==> src/mmp_pkg.sv <==
// Package for the memory map decoder and parallel port register bank.
// Assumes a 16-bit CPU address bus and 8-bit data on one system clock.
package mmp_pkg;
  // Region boundaries
  localparam logic [15:0] IO_BASE      = 16'h0000;
  localparam logic [15:0] IO_LAST      = 16'h007f;
  localparam logic [15:0] RAM_BASE     = 16'h0080;
  localparam logic [15:0] RAM_LAST     = 16'h01ff;
  localparam logic [15:0] FLASH_BASE   = 16'hba00;
  localparam logic [15:0] FLASH_LAST   = 16'hf9ff;
  localparam logic [15:0] MON1_BASE    = 16'hfa00;
  localparam logic [15:0] MON1_LAST    = 16'hfdff;
  localparam logic [15:0] SYS_BASE     = 16'hfe00;
  localparam logic [15:0] SYS_LAST     = 16'hfe0f;
  localparam logic [15:0] MON2_BASE    = 16'hfe10;
  localparam logic [15:0] MON2_LAST    = 16'hffcf;
  localparam logic [15:0] VEC_BASE     = 16'hffd0;
  localparam logic [15:0] VEC_LAST     = 16'hffff;
  localparam logic [15:0] WDOG_ADDR    = 16'hffff;
  // Reserved system register locations, one bit per offset 0..15
  localparam logic [15:0] SYS_RSVD_MAP = 16'h8cc4;

  // Port register offsets
  localparam logic [15:0] PORT_A_DATA  = 16'h0000;
  localparam logic [15:0] RSVD_01      = 16'h0001;
  localparam logic [15:0] PORT_C_DATA  = 16'h0002;
  localparam logic [15:0] PORT_D_DATA  = 16'h0003;
  localparam logic [15:0] PORT_A_DIR   = 16'h0004;
  localparam logic [15:0] RSVD_05      = 16'h0005;
  localparam logic [15:0] PORT_C_DIR   = 16'h0006;
  localparam logic [15:0] PORT_D_DIR   = 16'h0007;
  localparam logic [15:0] PORT_E_DATA  = 16'h0008;
  localparam logic [15:0] PORT_E_DIR   = 16'h0009;

  // Implemented bit masks
  localparam logic [7:0] MASK_A        = 8'hff;
  localparam logic [7:0] MASK_C        = 8'h03;
  localparam logic [7:0] MASK_D        = 8'h3f;
  localparam logic [7:0] MASK_E        = 8'h1f;
  localparam logic [7:0] DIR_RESET     = 8'h00;
  localparam logic [7:0] DIR_A_KEEP    = 8'h80;

  typedef enum logic [3:0] {
    REG_IO, REG_RAM, REG_FLASH, REG_MON1, REG_SYS, REG_MON2,
    REG_VEC, REG_WDOG, REG_RSVD, REG_NONE
  } mmp_region_type;
endpackage

==> src/mmp_memory_map_port_regs.sv <==
// Address decoder for the 64 KB map and the zero-page port register bank.
// Assumes the CPU core presents address, strobes and data on i_core_clk and
// that port pins arrive asynchronously.
//
// Behaviour
// RAM 384 bytes above zero page
// FLASH 16384 bytes below first monitor ROM
// Top 48 bytes decode as vectors, except FFFF, which decodes as watchdog
// Monitor ROMs: 1024 and 448 bytes
// Unimplemented access requests reset when enabled
// Masters must not touch reserved locations
// Zero page 128 bytes holds I/O registers
// System registers FE00-FE0F, watchdog at FFFF
// Port data latches survive every reset
// Direction bits clear to zero on reset
// Port A top direction: power/low-voltage only
// Data widths 8,2,6,5; upper bits zero
// Narrow direction registers: upper bits zero
// Direction 1 drives latch; 0 reads pin; during i_srst a kept port A top bit drives 0
`timescale 1ns/1ns
module mmp_memory_map_port_regs (
  input  wire logic        i_core_clk,
  input  wire logic        i_srst,
  input  wire logic        i_power_on_reset,
  input  wire logic        i_illegal_addr_en,
  input  wire logic [15:0] i_addr,
  input  wire logic        i_rd,
  input  wire logic        i_wr,
  input  wire logic [7:0]  i_wdata,
  input  wire logic [7:0]  i_port_a_pin,
  input  wire logic [1:0]  i_port_c_pin,
  input  wire logic [5:0]  i_port_d_pin,
  input  wire logic [4:0]  i_port_e_pin,
  output logic      [7:0]  o_rdata,
  output logic             o_rdata_valid,
  output logic             o_illegal_addr_reset,
  output logic      [3:0]  o_region,
  output logic             o_sel_ram,
  output logic             o_sel_flash,
  output logic             o_sel_mon,
  output logic             o_sel_sys,
  output logic             o_sel_wdog,
  output logic             o_sel_io_other,
  output logic      [7:0]  o_port_a_out,
  output logic      [7:0]  o_port_a_oe,
  output logic      [1:0]  o_port_c_out,
  output logic      [1:0]  o_port_c_oe,
  output logic      [5:0]  o_port_d_out,
  output logic      [5:0]  o_port_d_oe,
  output logic      [4:0]  o_port_e_out,
  output logic      [4:0]  o_port_e_oe
);

  function automatic mmp_pkg::mmp_region_type decode(input logic [15:0] a);
    logic [3:0] off;
    off = a[3:0];
    if (a <= mmp_pkg::IO_LAST)
      decode = mmp_pkg::REG_IO;
    else if (a >= mmp_pkg::RAM_BASE && a <= mmp_pkg::RAM_LAST)
      decode = mmp_pkg::REG_RAM;
    else if (a >= mmp_pkg::FLASH_BASE && a <= mmp_pkg::FLASH_LAST)
      decode = mmp_pkg::REG_FLASH;
    else if (a >= mmp_pkg::MON1_BASE && a <= mmp_pkg::MON1_LAST)
      decode = mmp_pkg::REG_MON1;
    else if (a >= mmp_pkg::SYS_BASE && a <= mmp_pkg::SYS_LAST)
      decode = mmp_pkg::SYS_RSVD_MAP[off] ? mmp_pkg::REG_RSVD
                                          : mmp_pkg::REG_SYS;
    else if (a >= mmp_pkg::MON2_BASE && a <= mmp_pkg::MON2_LAST)
      decode = mmp_pkg::REG_MON2;
    else if (a == mmp_pkg::WDOG_ADDR)
      decode = mmp_pkg::REG_WDOG;
    else if (a >= mmp_pkg::VEC_BASE)
      decode = mmp_pkg::REG_VEC;
    else
      decode = mmp_pkg::REG_NONE;
  endfunction

  // Layout of the packed pin vector, port A in the low byte
  // Widths match the port pins; positions follow from them
  localparam int PIN_A_W  = 8;
  localparam int PIN_C_W  = 2;
  localparam int PIN_D_W  = 6;
  localparam int PIN_E_W  = 5;
  localparam int PIN_C_LO = PIN_A_W;
  localparam int PIN_D_LO = PIN_C_LO + PIN_C_W;
  localparam int PIN_E_LO = PIN_D_LO + PIN_D_W;
  localparam int PIN_ALL  = PIN_E_LO + PIN_E_W;

  // Two-stage synchronisers for the pin levels
  logic [PIN_ALL-1:0] pin_meta_reg;
  logic [PIN_ALL-1:0] pin_sync_reg;
  always_ff @(posedge i_core_clk) begin
    pin_meta_reg <= {i_port_e_pin, i_port_d_pin, i_port_c_pin, i_port_a_pin};
    pin_sync_reg <= pin_meta_reg;
  end

  logic [7:0] pin_a;
  logic [7:0] pin_c;
  logic [7:0] pin_d;
  logic [7:0] pin_e;
  assign pin_a = pin_sync_reg[PIN_A_W-1:0];
  assign pin_c = {6'h00, pin_sync_reg[PIN_C_LO +: PIN_C_W]};
  assign pin_d = {2'h0, pin_sync_reg[PIN_D_LO +: PIN_D_W]};
  assign pin_e = {3'h0, pin_sync_reg[PIN_E_LO +: PIN_E_W]};

  mmp_pkg::mmp_region_type region;
  logic                    access;
  assign region = decode(i_addr);
  assign access = i_rd | i_wr;

  logic wr_a;
  logic wr_c;
  logic wr_d;
  logic wr_e;
  logic wr_da;
  logic wr_dc;
  logic wr_dd;
  logic wr_de;
  assign wr_a  = i_wr && i_addr == mmp_pkg::PORT_A_DATA;
  assign wr_c  = i_wr && i_addr == mmp_pkg::PORT_C_DATA;
  assign wr_d  = i_wr && i_addr == mmp_pkg::PORT_D_DATA;
  assign wr_e  = i_wr && i_addr == mmp_pkg::PORT_E_DATA;
  assign wr_da = i_wr && i_addr == mmp_pkg::PORT_A_DIR;
  assign wr_dc = i_wr && i_addr == mmp_pkg::PORT_C_DIR;
  assign wr_dd = i_wr && i_addr == mmp_pkg::PORT_D_DIR;
  assign wr_de = i_wr && i_addr == mmp_pkg::PORT_E_DIR;

  // Data latches: no reset term at all
  logic [7:0] port_a_data_reg;
  logic [7:0] port_c_data_reg;
  logic [7:0] port_d_data_reg;
  logic [7:0] port_e_data_reg;
  always_ff @(posedge i_core_clk) begin
    if (wr_a)
      port_a_data_reg <= i_wdata & mmp_pkg::MASK_A;
    if (wr_c)
      port_c_data_reg <= i_wdata & mmp_pkg::MASK_C;
    if (wr_d)
      port_d_data_reg <= i_wdata & mmp_pkg::MASK_D;
    if (wr_e)
      port_e_data_reg <= i_wdata & mmp_pkg::MASK_E;
  end

  logic [7:0] port_a_direction_reg;
  logic [7:0] port_c_direction_reg;
  logic [7:0] port_d_direction_reg;
  logic [7:0] port_e_direction_reg;
  logic [7:0] port_a_direction_next;
  // Top bit of port A survives all but power-on and low-voltage reset
  always_comb begin
    port_a_direction_next = port_a_direction_reg;
    if (i_power_on_reset)
      port_a_direction_next = mmp_pkg::DIR_RESET;
    else if (i_srst)
      port_a_direction_next = port_a_direction_reg
                              & mmp_pkg::DIR_A_KEEP;
    else if (wr_da)
      port_a_direction_next = i_wdata & mmp_pkg::MASK_A;
  end

  always_ff @(posedge i_core_clk) begin
    port_a_direction_reg <= port_a_direction_next;
  end

  always_ff @(posedge i_core_clk) begin
    if (i_srst || i_power_on_reset) begin
      port_c_direction_reg <= mmp_pkg::DIR_RESET;
      port_d_direction_reg <= mmp_pkg::DIR_RESET;
      port_e_direction_reg <= mmp_pkg::DIR_RESET;
    end else begin
      if (wr_dc)
        port_c_direction_reg <= i_wdata & mmp_pkg::MASK_C;
      if (wr_dd)
        port_d_direction_reg <= i_wdata & mmp_pkg::MASK_D;
      if (wr_de)
        port_e_direction_reg <= i_wdata & mmp_pkg::MASK_E;
    end
  end

  // Mixed read: output bits show the latch, input bits show the pin
  function automatic logic [7:0] mix(input logic [7:0] dir,
                                     input logic [7:0] lat,
                                     input logic [7:0] pin);
    mix = (dir & lat) | (~dir & pin);
  endfunction

  logic [7:0] rdata_next;
  always_comb begin
    rdata_next = 8'h00;
    case (i_addr)
      mmp_pkg::PORT_A_DATA:
        rdata_next = mix(port_a_direction_reg, port_a_data_reg, pin_a);
      mmp_pkg::PORT_C_DATA:
        rdata_next = mix(port_c_direction_reg, port_c_data_reg, pin_c)
                     & mmp_pkg::MASK_C;
      mmp_pkg::PORT_D_DATA:
        rdata_next = mix(port_d_direction_reg, port_d_data_reg, pin_d)
                     & mmp_pkg::MASK_D;
      mmp_pkg::PORT_E_DATA:
        rdata_next = mix(port_e_direction_reg, port_e_data_reg, pin_e)
                     & mmp_pkg::MASK_E;
      mmp_pkg::PORT_A_DIR: rdata_next = port_a_direction_reg;
      mmp_pkg::PORT_C_DIR: rdata_next = port_c_direction_reg;
      mmp_pkg::PORT_D_DIR: rdata_next = port_d_direction_reg;
      mmp_pkg::PORT_E_DIR: rdata_next = port_e_direction_reg;
      default: rdata_next = 8'h00;
    endcase
  end

  logic port_hit;
  assign port_hit = i_addr <= mmp_pkg::PORT_E_DIR
                    && i_addr != mmp_pkg::RSVD_01
                    && i_addr != mmp_pkg::RSVD_05;

  always_ff @(posedge i_core_clk) begin
    if (i_srst) begin
      o_rdata       <= 8'h00;
      o_rdata_valid <= 1'b0;
    end else begin
      o_rdata       <= (i_rd && port_hit) ? rdata_next : 8'h00;
      o_rdata_valid <= i_rd && port_hit;
    end
  end

  // Region code follows the address on every cycle, access or not
  always_ff @(posedge i_core_clk) begin
    if (i_srst)
      o_region <= 4'(mmp_pkg::REG_NONE);
    else
      o_region <= 4'(region);
  end

  // Region strobes, registered one cycle after the access
  always_ff @(posedge i_core_clk) begin
    if (i_srst) begin
      o_sel_ram            <= 1'b0;
      o_sel_flash          <= 1'b0;
      o_sel_mon            <= 1'b0;
      o_sel_sys            <= 1'b0;
      o_sel_wdog           <= 1'b0;
      o_sel_io_other       <= 1'b0;
      o_illegal_addr_reset <= 1'b0;
    end else begin
      o_sel_ram      <= access && region == mmp_pkg::REG_RAM;
      o_sel_flash    <= access && (region == mmp_pkg::REG_FLASH
                        || region == mmp_pkg::REG_VEC);
      o_sel_mon      <= access && (region == mmp_pkg::REG_MON1
                        || region == mmp_pkg::REG_MON2);
      o_sel_sys      <= access && region == mmp_pkg::REG_SYS;
      o_sel_wdog     <= access && region == mmp_pkg::REG_WDOG;
      o_sel_io_other <= access && region == mmp_pkg::REG_IO
                        && i_addr > mmp_pkg::PORT_E_DIR;
      o_illegal_addr_reset <= access && i_illegal_addr_en
                              && region == mmp_pkg::REG_NONE;
    end
  end

  // Port A drive follows the next direction value, so a top direction bit
  // kept through a plain reset goes on driving its pin during that reset
  always_ff @(posedge i_core_clk) begin
    o_port_a_oe <= port_a_direction_next;
  end

  always_ff @(posedge i_core_clk) begin
    if (i_srst)
      o_port_a_out <= 8'h00;
    else
      o_port_a_out <= port_a_data_reg;
  end

  // Narrow ports drop drive and latch view on i_srst; power-on reset alone drops drive only, one cycle later
  always_ff @(posedge i_core_clk) begin
    if (i_srst) begin
      o_port_c_out <= 2'h0;
      o_port_c_oe  <= 2'h0;
    end else begin
      o_port_c_out <= port_c_data_reg[1:0];
      o_port_c_oe  <= port_c_direction_reg[1:0];
    end
  end

  always_ff @(posedge i_core_clk) begin
    if (i_srst) begin
      o_port_d_out <= 6'h00;
      o_port_d_oe  <= 6'h00;
    end else begin
      o_port_d_out <= port_d_data_reg[5:0];
      o_port_d_oe  <= port_d_direction_reg[5:0];
    end
  end

  always_ff @(posedge i_core_clk) begin
    if (i_srst) begin
      o_port_e_out <= 5'h00;
      o_port_e_oe  <= 5'h00;
    end else begin
      o_port_e_out <= port_e_data_reg[4:0];
      o_port_e_oe  <= port_e_direction_reg[4:0];
    end
  end

endmodule

==> config.mk <==
export PLATFORM = sky130hd
export DESIGN_NAME = mmp_memory_map_port_regs
export DESIGN_NICKNAME = d
export VERILOG_FILES = /design/src/mmp_pkg.sv /design/src/mmp_memory_map_port_regs.sv
export SDC_FILE = /design/constraint.sdc
export NUM_CORES = 1
export LEC_CHECK = 0
export BUFFER_PORTS_ARGS = -buffer_cell sky130_fd_sc_hd__buf_2
export CAP_MARGIN = 20
export CORE_ASPECT_RATIO = 1.75
export CORE_MARGIN = 3
export CORE_UTILIZATION = 25
export CTS_BUF_LIST = sky130_fd_sc_hd__clkbuf_4
export DETAILED_ROUTE_END_ITERATION = 10
export GPL_TIMING_DRIVEN = 1
export SLEW_MARGIN = 10
export SYNTH_ARGS = -nofsm -noshare
export SYNTH_HDL_FRONTEND = slang
export SYNTH_SLANG_ARGS = --single-unit
==> constraint.sdc <==
create_clock -name i_core_clk -period 3.1 [get_ports i_core_clk]
set_input_delay 0.62 -clock i_core_clk [delete_from_list [all_inputs] [get_ports i_core_clk]]
set_output_delay 0.62 -clock i_core_clk [all_outputs]
set_load 0.01 [all_outputs]
==> results by group <==
Layout
  • Area growth syn-to-layout: 23.31%
  • Most common cell after layout, fill and taps aside: dfxtp_1
  • Share of cells above drive strength 1: 31.47%
  • Most frequent cells in the layout: 117 x dfxtp_1, 112 x buf_2, 40 x nor2b_1
  • Fin cells: 750
  • # nets final: 556

Routing
  • Initial drt markers: 163
  • Final ANT Viol Nets: 0
  • DR WL/cell: 16.14 um
  • WL met1: 4367 um
  • DR WL met3: 770 um
  • Vias per cell: 4.449
  • Met2 Wirelength: 6547 um
  • Total number of vias: 3,337
  • Post-Route WL: 12,100 um
  • Number of iterations in the first detailed-routing pass: 4
  • Top layer in use: met4
  • Drc violations: 0

Power and ir drop
  • Int Pwr: 2.319 mW
  • Maximum vdd drop: 165.5 uV
  • Pleak: 2.364 nW
  • Clock share of power: 34.5%
  • Sw Ratio: 24.75%
  • Comb power frac: 5.0%
  • Reg power frac: 60.5%
  • Power per cell area: 545.7 nW/um^2
  • Switching power: 0.7626 mW

CTS
  • CTS root buffer: clkbuf_4
  • Postcts setup bufs: 0
  • Resized Gates After CTS: 0
  • Hold buffers post-CTS: 0
  • H-Tree Depth: 4
  • Clk buf depth: 2
  • Reg clk slew, reported paths: 130 ps
  • Clock Latency Late Sink: 520 ps
  • Total CTS buffers: 17
  • CTS tree: yes
  • # clock sinks: 138

Timing
  • Fmax: 0.4264 GHz
  • Fin crit share: 75.65%
  • Final Hold Fails: 0
  • Final Setup Violations: 0
  • Worst slew margin: 46.30%
  • Setup slack after layout: 754.7 ps
  • RSZ-0062 raised after global routing: no
  • Clock Skew: 16.36 ps
  • Setup tns final: 0 ps
  • Hold slack: 179.4 ps
  • Final Slew Violations: 0
  • Minimum clock period: 2345 ps
  • Slew @ Worst Pin: 805.5 ps

Critical path
  • Worst R2R Start: port_c_direction_reg[1]
  • Peak fanout along the critical path: 5
  • Critical Path AT: 2520 ps
  • Capture point of the worst reg-to-reg path: o_rdata[1]
  • R2R depth: 4
  • Endpoint class of the critical path: flop
  • WP data required: 3270 ps
  • Setup CP Type: in -> reg
  • Crit start category: input pin
  • Reg2reg setup slack: 1600 ps

Yosys
  • Post-synthesis sequential area ratio: 64.92%
  • Synth cell types: 49
  • Number of synthesized flops with an enable pin: 21
  • Mapped Nets: 436
  • Avg Cell Area, Syn: 11.89 um^2
  • Post-synth top area cell: dfxtp_1
  • Synth warnings: 0
  • Yosys top cell area share: 51.15%
  • Synth area leaders: dfxtp_1 51%, edfxtp_1 14%, mux2i_1 5.7%
  • Flops & latches, synth: 138
  • Mapped Area: 4579 um^2
  • Ys flop type: dfxtp_1
  • Asr flop ratio synth: 0%
  • Synth Instances: 385

Global routing
  • Tot GR Track Use: 12.24%
  • First-pass GRT wire length: 18,220 um
  • Number of global-route vias before repair: 3,376
  • Global route total overflow: 0
  • Initial antenna violation count: 1
  • Pin count of the biggest net entering global routing: 43

Floorplan
  • Die H: 185.0 um
  • Die X: 108.3 um
  • Initial Util: 25.88%
  • IO Pins: 113
  • Core Footprint: 17,700 um^2
  • Die area: 20,040 um^2
  • Row count: 64

Min path
  • Worst hold-check path type: in -> reg
  • Hold endpoint: pin_meta_reg[2]
  • Min-Delay Path Depth: 1
  • Worst Hold Launch: i_port_a_pin[2]

Place
  • Port bufs: 112
  • DPL Wire Length: 9261 um
  • Dpl cells: 717
  • Setup WS pre-CTS: 258.6 ps
  • Gpl congestion: 0.8930

Outcome
  • Status: finished, final reports clean

Run
  • Max_cap viols: 0
## worst max-delay path, stage by stage
cell and delay [ps]:
buf_2 110, or4_4 560, nor2_1 200, nand4_1 210, or3_1 390, nor2_1 420
## per-layer routing
layer | GRT usage, % | vias up
met3 | 3.069 | 23
li1 | - | 1609
met5 | 0 | -
met4 | 6.623 | 0
met1 | 12.23 | 1569
met2 | 22.76 | 136
## power by group through the flow
stage | clock [mW] | sequential [mW] | combinational, mW
after detailed placement | 0 | 1.90 | 0.155
after floorplan | 0 | 1.91 | 0.0673
final | 1.06 | 1.86 | 0.154
after global routing | 1.17 | 1.87 | 0.169
after global placement | 0 | 1.90 | 0.152
after CTS | 1.10 | 1.86 | 0.155
## cell type report
type	instances	area, um^2
diodes	1	2.502
clock buffers	18	135.1
clock inverters	14	121.4
fillers	1789	12050
inverters	6	22.52
multi-input cells	226	1513
flip-flops and latches	138	2973
well taps	231	289.0
repair buffers	116	590.6
## worst max-delay path by stage
| stage | from | end | slack, ps |
|---|---|---|---|
| finish | i_addr[8] | port_e_data_reg[0] | 750 |
| global route | i_addr[8] | port_e_data_reg[0] | 690 |
| CTS | i_addr[8] | port_e_data_reg[0] | 830 |
| detailed placement | i_addr[8] | port_e_data_reg[0] | 260 |
| global placement | i_addr[8] | port_a_data_reg[6] | 390 |
| floorplan | i_addr[8] | port_a_data_reg[0] | 330 |
## per-stage QoR
step	util (%)	instance area, um^2	total power, mW
2_1_floorplan	-	4579	1.974
3_3_place_gp	30.44	5388	2.056
3_5_place_dp	30.44	5388	2.059
4_1_cts	31.89	5644	3.118
5_1_grt	31.91	5647	3.212
6_report	31.91	5647	3.082
## kinds of logic after synthesis
kind of cell	synth area share (%)
multiplexers	6.912
AO/OA/AOI/OAI	8.389
flip-flops	64.92
AND/OR/NAND/NOR	17.73
buffers and inverters	2.049
## synthesized netlist by cell type (3+ instances only)
cell type    n
a21oi_1     10
inv_1        6
nand4_1      3
nand3_1      5
nor3b_1      3
and4_1       3
mux2_2       5
dfxtp_1    117
a32o_1       4
a32oi_1      3
nor2_1      34
nand2_1     12
clkbuf_1    13
a31oi_1      3
edfxtp_1    21
mux2i_1     26
nor3_1       9
o21ai_0     16
nand2b_1     8
or3_1        4
nor4_1       5
nor2b_1     40
or3b_2       3
Power figures use the tool's default switching activity.
